### src/hw/wss_pkg.sv
// package: constants, register map and types for the winding select sequencer
package wss_pkg;

	// ----------------------------------------
	// timing
	// ----------------------------------------
	localparam int unsigned CLK_HZ = 100_000_000;
	localparam int unsigned SWITCH_DELAY_MS = 10;
	// whole cycles of the contactor switch delay, rounded down
	localparam int unsigned SWITCH_DELAY_CYC = (CLK_HZ / 1000) * SWITCH_DELAY_MS;

	// ----------------------------------------
	// register map (word index on the plain port)
	// ----------------------------------------
	localparam int unsigned ADDR_W = 3;
	localparam int unsigned DATA_W = 16;
	localparam logic [2:0] OFS_APP_CFG = 3'h0;
	localparam logic [2:0] OFS_HI_FLUX = 3'h1;
	localparam logic [2:0] OFS_HI_BASE = 3'h2;
	localparam logic [2:0] OFS_LO_FLUX = 3'h3;
	localparam logic [2:0] OFS_LO_BASE = 3'h4;
	localparam logic [2:0] OFS_CTRL = 3'h5;
	localparam logic [2:0] OFS_STATUS = 3'h6;
	localparam int unsigned CTRL_RESTART_BIT = 0;

	// ----------------------------------------
	// reset values and legal ranges
	// ----------------------------------------
	localparam logic [15:0] APP_CFG_RST = 16'h0000;
	localparam logic [15:0] APP_CFG_MAX = 16'h0025;
	localparam logic [15:0] FLUX_RST = 16'h0064;
	localparam logic [15:0] FLUX_MIN = 16'h001e;
	localparam logic [15:0] FLUX_MAX = 16'h0064;
	localparam logic [15:0] BASE_RST = 16'h0064;
	localparam logic [15:0] BASE_MIN = 16'h0064;
	localparam logic [15:0] BASE_MAX = 16'h01f4;
	localparam logic [3:0] MOTOR_DIGIT_MAX = 4'h5;
	localparam logic [3:0] METHOD_DIGIT_MAX = 4'h2;

	// ----------------------------------------
	// servo command word fields
	// ----------------------------------------
	localparam int unsigned REQ_BIT = 31;
	localparam int unsigned GSEL_LSB = 0;
	localparam int unsigned GSEL_W = 2;

	// ----------------------------------------
	// types
	// ----------------------------------------
	typedef enum logic [2:0] {
		MT_SURF_SERVO = 3'b000,
		MT_SURF_SPINDLE = 3'b001,
		MT_IND_SERVO = 3'b010,
		MT_IND_SPINDLE = 3'b011,
		MT_INT_SERVO = 3'b100,
		MT_INT_SPINDLE = 3'b101
	} wss_motor_t;

	typedef enum logic [1:0] {
		WM_NONE = 2'b00,
		WM_MECH = 2'b01,
		WM_ELEC = 2'b10
	} wss_method_t;

	typedef enum logic [2:0] {
		ST_RUN = 3'b000,
		ST_DELAY = 3'b001,
		ST_LOAD = 3'b010,
		ST_VERIFY = 3'b011,
		ST_DONE = 3'b100
	} wss_state_t;

endpackage

### src/hw/wss_winding_select.sv
// module: winding changeover sequencer with parameter registers
//
// Notes on behaviour
// - a request bit that differs from the winding status starts a changeover, unless the method is 0.
// - servo off and base block first, contactor output switches 10 ms later.
// - load the requested gain bank and configure for the new winding.
// - hold base block until contactor feedback shows the requested winding.
// - status flag updates only when done: 0 high-speed, 1 low-speed.
// - speed-match flag goes 1 once the commanded speed is reached.
// - motor-type digit decodes 0..5 to the six motor kinds.
// - winding-method digit: 0 none, 1 mechanical, 2 electronic; reset 0.
// - config accepts 0x0000..0x0025 with both digits legal, reset 0x0000, applies after restart.
// - per-winding flux level 30..100 percent, default 100, immediate.
// - per-winding base speed ratio 100..500 percent, default 100, immediate.
// - the request travels in bit 31 of the servo command word.
`timescale 1ns/1ps
module wss_winding_select import wss_pkg::*; #(
	parameter int unsigned SWITCH_DELAY = SWITCH_DELAY_CYC
) (
	input wire logic clock,
	input wire logic rst_n,
	input wire logic [ADDR_W-1:0] regAddr,
	input wire logic [DATA_W-1:0] regWrData,
	input wire logic regWrite,
	input wire logic regRead,
	output logic [DATA_W-1:0] regRdData,
	input wire logic [31:0] servoCmdWord,
	input wire logic servoCmdValid,
	input wire logic speedReached,
	input wire logic contactorFbLowPin,
	output logic servoOn,
	output logic baseBlock,
	output logic contactorDriveLow,
	output logic [GSEL_W-1:0] gainBank,
	output logic gainLoad,
	output logic controlLow,
	output logic windingStatus,
	output logic speedMatch,
	output logic [15:0] fluxLevel,
	output logic [15:0] baseSpeedRatio,
	output wss_motor_t motorType,
	output wss_method_t windingMethod
);

	// ----------------------------------------
	// contactor feedback pin
	// ----------------------------------------
	logic fbLow;

	wss_pin_sync uFbSync (
		.clock(clock),
		.rst_n(rst_n),
		.pinIn(contactorFbLowPin),
		.level(fbLow)
	);

	// ----------------------------------------
	// parameter registers
	// ----------------------------------------
	logic [15:0] cfg_q, cfg_d, actCfg_q, actCfg_d;
	logic [15:0] hiFlux_q, hiFlux_d, hiBase_q, hiBase_d;
	logic [15:0] loFlux_q, loFlux_d, loBase_q, loBase_d;
	logic [15:0] rd_q, rd_d, statusWord;
	wss_state_t state_q, state_d;

	function automatic logic inRange(input logic [15:0] v, input logic [15:0] lo,
		input logic [15:0] hi);
		inRange = (v >= lo) && (v <= hi);
	endfunction

	always_comb begin
		cfg_d = cfg_q;
		actCfg_d = actCfg_q;
		hiFlux_d = hiFlux_q;
		hiBase_d = hiBase_q;
		loFlux_d = loFlux_q;
		loBase_d = loBase_q;
		rd_d = 16'h0000;
		// out-of-range writes are dropped so the stored value stays legal
		if (regWrite) begin
			unique case (regAddr)
				OFS_APP_CFG: begin
					if (regWrData <= APP_CFG_MAX && regWrData[3:0] <= MOTOR_DIGIT_MAX
						&& regWrData[7:4] <= METHOD_DIGIT_MAX) begin
						cfg_d = regWrData;
					end
				end
				OFS_HI_FLUX: begin
					if (inRange(regWrData, FLUX_MIN, FLUX_MAX)) begin
						hiFlux_d = regWrData;
					end
				end
				OFS_HI_BASE: begin
					if (inRange(regWrData, BASE_MIN, BASE_MAX)) begin
						hiBase_d = regWrData;
					end
				end
				OFS_LO_FLUX: begin
					if (inRange(regWrData, FLUX_MIN, FLUX_MAX)) begin
						loFlux_d = regWrData;
					end
				end
				OFS_LO_BASE: begin
					if (inRange(regWrData, BASE_MIN, BASE_MAX)) begin
						loBase_d = regWrData;
					end
				end
				OFS_CTRL: begin
					// restart: the stored config becomes the working config
					if (regWrData[CTRL_RESTART_BIT]) begin
						actCfg_d = cfg_q;
					end
				end
				default: begin
				end
			endcase
		end
		if (regRead) begin
			unique case (regAddr)
				OFS_APP_CFG: rd_d = cfg_q;
				OFS_HI_FLUX: rd_d = hiFlux_q;
				OFS_HI_BASE: rd_d = hiBase_q;
				OFS_LO_FLUX: rd_d = loFlux_q;
				OFS_LO_BASE: rd_d = loBase_q;
				OFS_STATUS: rd_d = statusWord;
				default: rd_d = 16'h0000;
			endcase
		end
	end

	always_ff @(posedge clock or negedge rst_n) begin
		if (!rst_n) begin
			cfg_q <= APP_CFG_RST;
			actCfg_q <= APP_CFG_RST;
			hiFlux_q <= FLUX_RST;
			hiBase_q <= BASE_RST;
			loFlux_q <= FLUX_RST;
			loBase_q <= BASE_RST;
			rd_q <= 16'h0000;
		end else begin
			cfg_q <= cfg_d;
			actCfg_q <= actCfg_d;
			hiFlux_q <= hiFlux_d;
			hiBase_q <= hiBase_d;
			loFlux_q <= loFlux_d;
			loBase_q <= loBase_d;
			rd_q <= rd_d;
		end
	end

	assign regRdData = rd_q;
	assign motorType = wss_motor_t'(actCfg_q[2:0]);
	assign windingMethod = wss_method_t'(actCfg_q[5:4]);

	// ----------------------------------------
	// changeover sequencer
	// ----------------------------------------
	logic reqLow_q, reqLow_d, tgtLow_q, tgtLow_d;
	logic [GSEL_W-1:0] gainReq_q, gainReq_d, gainTgt_q, gainTgt_d;
	logic [GSEL_W-1:0] gainBank_q, gainBank_d;
	logic [31:0] cnt_q, cnt_d;
	logic servoOn_q, servoOn_d, bb_q, bb_d, drvLow_q, drvLow_d;
	logic ctlLow_q, ctlLow_d, status_q, status_d, match_q, match_d;
	logic load_q, load_d;
	logic [15:0] flux_q, flux_d, base_q, base_d;

	always_comb begin
		state_d = state_q;
		reqLow_d = reqLow_q;
		gainReq_d = gainReq_q;
		tgtLow_d = tgtLow_q;
		gainTgt_d = gainTgt_q;
		gainBank_d = gainBank_q;
		cnt_d = cnt_q;
		drvLow_d = drvLow_q;
		ctlLow_d = ctlLow_q;
		status_d = status_q;
		load_d = 1'b0;
		if (servoCmdValid) begin
			reqLow_d = servoCmdWord[REQ_BIT];
			gainReq_d = servoCmdWord[GSEL_LSB +: GSEL_W];
		end
		unique case (state_q)
			ST_RUN: begin
				// a request that differs from the present winding starts a changeover, unless the method is none
				if (windingMethod != WM_NONE && reqLow_q != status_q) begin
					tgtLow_d = reqLow_q;
					gainTgt_d = gainReq_q;
					cnt_d = 32'h0000_0000;
					state_d = ST_DELAY;
				end
			end
			ST_DELAY: begin
				cnt_d = cnt_q + 32'h0000_0001;
				if (cnt_q == 32'(SWITCH_DELAY - 1)) begin
					drvLow_d = tgtLow_q;
					state_d = ST_LOAD;
				end
			end
			ST_LOAD: begin
				gainBank_d = gainTgt_q;
				ctlLow_d = tgtLow_q;
				load_d = 1'b1;
				state_d = ST_VERIFY;
			end
			ST_VERIFY: begin
				// a stuck contactor leaves the drive in base block indefinitely
				if (fbLow == tgtLow_q) begin
					state_d = ST_DONE;
				end
			end
			ST_DONE: begin
				status_d = tgtLow_q;
				state_d = ST_RUN;
			end
			default: begin
				state_d = ST_RUN;
			end
		endcase
		servoOn_d = (state_d == ST_RUN);
		bb_d = (state_d != ST_RUN);
		// next state, not present state: match must drop in the same cycle as servo off
		match_d = speedReached && servoOn_q && (state_d == ST_RUN);
		// parameters of the winding in control apply at once
		flux_d = ctlLow_q ? loFlux_q : hiFlux_q;
		base_d = ctlLow_q ? loBase_q : hiBase_q;
	end

	always_ff @(posedge clock or negedge rst_n) begin
		if (!rst_n) begin
			state_q <= ST_RUN;
			reqLow_q <= 1'b0;
			gainReq_q <= '0;
			tgtLow_q <= 1'b0;
			gainTgt_q <= '0;
			gainBank_q <= '0;
			cnt_q <= 32'h0000_0000;
			servoOn_q <= 1'b1;
			bb_q <= 1'b0;
			drvLow_q <= 1'b0;
			ctlLow_q <= 1'b0;
			status_q <= 1'b0;
			match_q <= 1'b0;
			load_q <= 1'b0;
			flux_q <= FLUX_RST;
			base_q <= BASE_RST;
		end else begin
			state_q <= state_d;
			reqLow_q <= reqLow_d;
			gainReq_q <= gainReq_d;
			tgtLow_q <= tgtLow_d;
			gainTgt_q <= gainTgt_d;
			gainBank_q <= gainBank_d;
			cnt_q <= cnt_d;
			servoOn_q <= servoOn_d;
			bb_q <= bb_d;
			drvLow_q <= drvLow_d;
			ctlLow_q <= ctlLow_d;
			status_q <= status_d;
			match_q <= match_d;
			load_q <= load_d;
			flux_q <= flux_d;
			base_q <= base_d;
		end
	end

	assign statusWord = {8'h00, state_q, fbLow, bb_q, servoOn_q, match_q, status_q};
	assign servoOn = servoOn_q;
	assign baseBlock = bb_q;
	assign contactorDriveLow = drvLow_q;
	assign gainBank = gainBank_q;
	assign gainLoad = load_q;
	assign controlLow = ctlLow_q;
	assign windingStatus = status_q;
	assign speedMatch = match_q;
	assign fluxLevel = flux_q;
	assign baseSpeedRatio = base_q;
endmodule

### src/hw/wss_pin_sync.sv
// module: three-stage synchroniser for one external pin level
`timescale 1ns/1ps
module wss_pin_sync (
	input wire logic clock,
	input wire logic rst_n,
	input wire logic pinIn,
	output logic level
);

	// ----------------------------------------
	// stages
	// ----------------------------------------
	logic s1_q, s2_q, s3_q, level_q;
	logic level_d;

	// the level moves only once stages two and three agree
	always_comb begin
		level_d = level_q;
		if (s2_q == s3_q) begin
			level_d = s3_q;
		end
	end

	always_ff @(posedge clock or negedge rst_n) begin
		if (!rst_n) begin
			s1_q <= 1'b0;
			s2_q <= 1'b0;
			s3_q <= 1'b0;
			level_q <= 1'b0;
		end else begin
			s1_q <= pinIn;
			s2_q <= s1_q;
			s3_q <= s2_q;
			level_q <= level_d;
		end
	end

	assign level = level_q;

endmodule

### config.mk
export PLATFORM = sky130hd
export DESIGN_NAME = wss_winding_select
export DESIGN_NICKNAME = d
export VERILOG_FILES = /design/src/hw/wss_pkg.sv /design/src/hw/wss_winding_select.sv /design/src/hw/wss_pin_sync.sv
export SDC_FILE = /design/constraint.sdc
export NUM_CORES = 1
export LEC_CHECK = 0
export ABC_CLOCK_PERIOD_IN_PS = 3060
export BUFFER_PORTS_ARGS = -buffer_cell sky130_fd_sc_hd__buf_2
export CAP_MARGIN = 20
export CORE_MARGIN = 1
export CORE_UTILIZATION = 44
export CTS_BUF_LIST = sky130_fd_sc_hd__clkbuf_8
export CTS_CLUSTER_SIZE = 10
export DETAILED_ROUTE_END_ITERATION = 12
export HOLD_SLACK_MARGIN = 0.12
export PLACE_DENSITY = 0.71
export SLEW_MARGIN = 10
export SYNTH_ARGS = -nofsm -noshare
export SYNTH_HDL_FRONTEND = slang
export SYNTH_SLANG_ARGS = --single-unit
### constraint.sdc
create_clock -name clock -period 3.06 [get_ports clock]
set_clock_uncertainty 0.15 [all_clocks]
set_input_delay 0.612 -clock clock [delete_from_list [all_inputs] [get_ports clock]]
set_output_delay 0.612 -clock clock [all_outputs]
set_load 0.03 [all_outputs]
Word level (Yosys, flattened, before mapping)
Cells that the tools add are included.
{"block": "classes", "magnitude_cmp": 7, "n_eq_ne": 15, "reduce_logical": 22, "muxes": 11, "add_sub_neg": 1}
{"operator": "one-hot mux 16 bit (6 select lines)", "n": 1}
{"operator": "one-hot mux 32 bit (2 select lines)", "n": 1}
{"operator": "2-to-1 mux 16 bit", "n": 3}
{"operator": "adder 32 x 1 -> 32 bit (second input constant)", "n": 1}
{"operator": "equality test 32 x 20 -> 1 bit (second input constant)", "n": 1}
{"operator": "2-to-1 mux 32 bit", "n": 1}
{"operator": "AND reduction 3 bit", "n": 6}
{"operator": ">= comparator 16 x 5 -> 1 bit (second input constant)", "n": 1}
{"operator": ">= comparator 16 x 7 -> 1 bit (second input constant)", "n": 1}
{"operator": "<= comparator 16 x 6 -> 1 bit (second input constant)", "n": 1}
{"operator": "<= comparator 16 x 7 -> 1 bit (second input constant)", "n": 1}
{"operator": "<= comparator 16 x 9 -> 1 bit (second input constant)", "n": 1}
{"operator": "equality test 3 x 2 -> 1 bit (second input constant)", "n": 4}
{"operator": "equality test 3 bit (second input constant)", "n": 4}
{"operator": "one-hot mux 3 bit (4 select lines)", "n": 1}
{"operator": "zero test 3 bit", "n": 3}
{"operator": "2-to-1 mux 3 bit", "n": 3}
{"operator": "logical AND 1 bit", "n": 7}
{"operator": "equality test 3 x 1 -> 1 bit (second input constant)", "n": 2}
{"operator": "AND reduction 2 bit", "n": 3}
{"operator": "<= comparator 4 x 2 -> 1 bit (second input constant)", "n": 1}
{"operator": "<= comparator 4 x 3 -> 1 bit (second input constant)", "n": 1}
{"operator": "nonzero test 2 bit", "n": 2}
{"operator": "nonzero test 3 bit", "n": 1}
{"operator": "other kinds (4)", "n": 5}
{"block": "word_totals", "register_bits": 188, "inputBits": 58, "out_inout_bits": 62, "wordCells": 83}

Depth between registers and ports, before layout
{"block": "depth", "ltp_word": 6, "mapped_depth": 7, "depth_no_buf": 4}

Modules after synthesis
A second synthesis with hierarchy kept.
{"block": "unflattened", "cells_unflattened": 632, "hier_area_um2": 8086.5}
{"module": "wss_winding_select", "cells_each": 627, "area_per_inst_um2": 7975.1, "seq_area_each_um2": 4603.2, "instances": 1}
{"module": "wss_pin_sync", "cells_each": 5, "area_per_inst_um2": 111.4, "seq_area_each_um2": 100.1, "instances": 1}

Worst setup path after synthesis
Ideal clock, no wire load.
{"block": "synth_timing", "path_type": "input to register", "startpoint": "in regWrData[12]", "endpoint": "reg loFlux_q[6]", "path_stages": 6, "n_path_buf": 2, "path_slack_ns": 0.612, "required_time_ns": 2.828, "setup_ns": 0.082, "arrival_time_ns": 2.216, "path_cell_list": "or4_4 nor4_4 and4_1 buf_4 buf_6 mux2_2"}
{"block": "synth_between", "elab_chain_cells": 3, "elab_cells_between_ends": 4, "cone_classes": "2 x order compare; 2 x reduce/logical"}
{"item": "start, declared", "line_no": "wss_winding_select.sv:23", "source": "input wire logic [DATA_W-1:0] regWrData,"}
{"item": ">= comparator 16 x 5 -> 1 bit or <= comparator 16 x 7 -> 1 bit (tied branches)", "line_no": "wss_winding_select.sv:68", "source": "inRange = (v >= lo) && (v <= hi);"}
{"item": "logical AND 1 bit *", "line_no": "wss_winding_select.sv:68"}
{"item": "AND reduction 3 bit (no line) *"}
{"item": "end signal, assigned", "line_no": "wss_winding_select.sv:145", "source": "loFlux_q <= loFlux_d;"}
{"item": "end, declared", "line_no": "wss_winding_select.sv:62", "source": "logic [15:0] loFlux_q, loFlux_d, loBase_q, loBase_d;"}
Every way passes the cells marked *; elsewhere a longest branch is shown, timed or not.
A chain may end at the register's enable or synchronous reset.

Worst setup path in the final report
{"block": "layout_timing", "startpoint": "reg state_q[1]", "endpoint": "reg cnt_q[27]"}
{"block": "layout_between", "elab_chain_cells": 3, "elab_cells_between_ends": 6, "cone_classes": "2 x eq/ne; 1 x mux; 3 x reduce/logical"}
{"item": "start, declared", "line_no": "wss_winding_select.sv:64", "source": "wss_state_t state_q, state_d;"}
{"item": "start signal, assigned", "line_no": "wss_winding_select.sv:248", "source": "state_q <= state_d;"}
{"item": "equality test 3 x 1 -> 1 bit or zero test 3 bit (tied branches)", "line_no": "wss_winding_select.sv:183", "source": "unique case (state_q)"}
{"item": "nonzero test 2 bit (no line) or != test 2 bit (tied branches)"}
{"item": "AND reduction 2 bit (no line)"}
{"item": "end signal, assigned", "line_no": "wss_winding_select.sv:254", "source": "cnt_q <= cnt_d;"}
{"item": "end, declared", "line_no": "wss_winding_select.sv:161", "source": "logic [31:0] cnt_q, cnt_d;"}
Several ways; a longest one is shown, not always the timed one.

==> results.cfg <==
[outcome]
outcome = finished, final reports clean

[detailed_routing]
drt-initial-drc-count = 323
drt_wl_total_microns = 17900
viasPerCell = 5.58
antenna_left = 0
vias = 5486
drc = 0
dr.pass1.iters = 5
wl_per_cell_microns = 18.2

[power]
power_density_nw_per_um2 = 462
ir_worst_vdd_uv = 278
leakage_uw = 0.00457

[sta]
rsz0062_at_grt = false
min_period_over_period_pct = 80.5
fin_crit_ns = 2.46
setup_ws_ns = 0.597
max_freq_mhz = 406
timing.setup.tns_ns = 0
finalSetupViolations = 0
tightest_slew_ns = 0.710
drv_slew = 0
hold_viol_final = 0
slew_headroom_pct = 52.2

[clocking]
cts.sinks = 187
cts_tree = yes
clk_pin_slew_worst_paths_ns = 0.11
htreeDepth = 4
cts_buffers = 17
clk_path_buf_depth = 2
clk_latency_ns = 0.48
root_buffer = clkbuf_8

[setup_path]
arrival_ns = 2.66
reg2reg_depth = 4
critPathMaxFanout = 13
r2r_slack_ns = 0.60
reg2reg_from = state_q[1]$_DFF_PN0_
worstReg2RegEnd = cnt_q[27]$_DFFE_PN0P_
worstSetupStartpoint = state_q[1]$_DFF_PN0_
worstSetupStartpointType = register
crit_type = register to register
worstPathRequired_ns = 3.26
crit_path_end_kind = register

[floorplanning]
initial_core_util_pct = 45.1
die_x_microns = 138
io_pins = 120
fp.coreArea_sq_um = 18000
die_height_microns = 138
rows = 49
dieArea_sq_um = 19000

[layout]
instances_no_fill = 983
antenna_cells = 0
nNetsFinal = 800
syn_to_final_growth_pct = 14.2
fill_cells = 1582
post-route-util_pct = 51.5
stdcell_area_sq_um = 9290
layout-drive-gt1-share_pct = 36.5

[grt]
grt_util_all_layers_pct = 20.0
grt_first_pass_wirelength_microns = 28600
grt-ovfl-total = 0
grt_pass1_vias = 5389
antenna_found_initial = 0
grt_max_degree = 65

[yosys]
synth.yosys.seq_area_share_pct = 57.8
synth-edff-count = 0
yosysUniqueCellTypes = 60
syn_nets = 703
async_flop_share_pct = 100
yosys_warnings = 0
synth_flop_cell = dfrtp_1
synth_seq_cells = 187
syn_inst = 644
synth_area_sq_um = 8140
syn_avg_cell_area_sq_um = 12.6

[hold_path]
hp-class = primary input to register
worstHoldStart = speedReached
whs_endpoint = speedMatch$_DFF_PN0_
holdPathStages = 2

[placement]
gp_congestion = 0.850
hpwl_microns = 12300
port_buffers = 90
place_area_sq_um = 8880
post-place-cells = 949
dp_slack_ns = 0.298

[job]
max_cap_violations = 0
==> final cells by class <==
cell class / count / area (sq um) / area share, %
sequential: 187 / 4700 / 50.6
inverter: 5 / 18.8 / 0.202
multi-input combinational: 419 / 3260 / 35.1
clock buffer: 17 / 234 / 2.52
tap: 229 / 287 / 3.08
clock inverter: 15 / 153 / 1.64
timing repair buffer: 111 / 632 / 6.80
==> how the worst max path moves through the flow <==
stage | endpoint | slack [ns] | depth (start not counted)
floorplan | loFlux_q[6]$_DFFE_PN1P_ | 0.61 | 6
global placement | loFlux_q[1]$_DFFE_PN0P_ | 0.33 | 5
detailed placement | loFlux_q[0]$_DFFE_PN0P_ | 0.30 | 5
CTS | cnt_q[27]$_DFFE_PN0P_ | 0.63 | 4
global route | cnt_q[27]$_DFFE_PN0P_ | 0.46 | 4
finish | cnt_q[27]$_DFFE_PN0P_ | 0.60 | 4
==> where the power goes <==
part           internal, uW  switching, uW  leakage [uW]  total, uW
clock                   613            982      0.000199       1590
combinational          59.6            133       0.00185        192
sequential             2490           12.5       0.00252       2500
total                  3160           1130       0.00457       4290
==> layout by cell type, fill, tap and decap left out, drive strengths merged, types with 2 or more instances in the layout <==
| cell type | count |
|---|---|
| dfrtp | 168 |
| buf | 109 |
| mux2 | 93 |
| nand2 | 53 |
| and2 | 38 |
| mux2i | 35 |
| nand3 | 21 |
| dfstp | 19 |
| nor2b | 18 |
| nor2 | 17 |
| clkbuf | 17 |
| nand4 | 17 |
| inv | 16 |
| a21oi | 15 |
| nor4 | 10 |
| or2 | 9 |
| a211oi | 9 |
| a21o | 8 |
| o21ai | 7 |
| and3 | 6 |
| o311ai | 6 |
| and4 | 5 |
| nor3 | 5 |
| o31ai | 4 |
| mux4 | 4 |
| o41ai | 4 |
| o22ai | 3 |
| o211ai | 3 |
| or4 | 3 |
| clkinv | 3 |
| nand2b | 2 |
| xor2 | 2 |
| o21a | 2 |
| a32oi | 2 |
| a31oi | 2 |
| dlygate4sd3 | 2 |
| or4b | 2 |
| nor3b | 2 |
| nand4b | 2 |
==> critical path: stages (launching register included) <==
cell and delay, ns:
dfrtp_1 0.48, or3b_2 0.66, nor4_2 0.69, nand4_1 0.21, mux2i_1 0.16
==> Yosys cell counts, types with 2 or more instances <==
cell	number	area share (%)
xor2_1	2	0.22
buf_6	2	0.28
a32oi_1	2	0.22
inv_1	5	0.23
nand2b_1	2	0.15
o311ai_0	6	0.65
and3_1	6	0.46
and2_1	38	2.9
nor4_1	8	0.62
mux2i_1	35	4.3
dfrtp_1	168	52
o21ai_0	7	0.43
o22ai_1	3	0.23
o41ai_1	4	0.43
mux2_2	86	12
mux2_4	7	1.3
or4_1	2	0.18
or2_2	9	0.69
nor2_1	17	0.78
nor3_1	5	0.31
and4_1	5	0.54
buf_4	2	0.18
dfstp_2	19	6.1
clkbuf_1	21	0.97
buf_2	5	0.31
o21a_1	2	0.18
nor2b_1	18	1.4
nand2_1	53	2.4
a21o_1	8	0.74
a21oi_1	15	0.92
buf_1	3	0.14
a31oi_1	2	0.15
a211oi_1	8	0.74
o31ai_1	4	0.37
o211ai_1	3	0.28
nand4_1	16	1.2
nand3_1	20	1.2
mux4_2	4	1.1
==> metrics by stage <==
stage                     power, uW  hold WS [ns]
final                          4290         0.213
after global routing           4460         0.188
after CTS                      4330         0.186
after detailed placement       2740         0.196
after global placement         2740         0.186
after floorplan                2630         0.166
==> layer usage <==
layer  part of all wire, %  global-route usage [%]
met5                     0                       0
met4                   2.4                    7.85
met3                   4.8                    3.76
met2                    49                    31.4
met1                    44                    27.2
==> flip-flops by register name, indices dropped and copies added (netlist names), 2 cells and up <==
name and count:
cnt_q 32, baseSpeedRatio 16, cfg_q 16, fluxLevel 16, hiBase_q 16, hiFlux_q 16
loBase_q 16, loFlux_q 16, regRdData 16, actCfg_q 5, state_q 3, gainBank 2
gainReq_q 2, gainTgt_q 2
==> timing repair <==
action                    CTS  global route
buffers inserted            0             0
resized for setup           0             0
hold endpoints to repair   56             0
hold buffers                2             0
==> cell families (layout without fill, tap and decap cells) <==
kind of cell,after synthesis,count (layout),share of synthesized area (%)
mux,132,132,18.6
flops,187,187,57.8
xor+xnor,3,3,0.323
buf+inv,38,148,2.11
simple gates,214,214,15.1
fa+ha+maj,2,2,0.277
compound gates,68,68,5.78
Note: power is estimated with default switching activity, not from simulation.
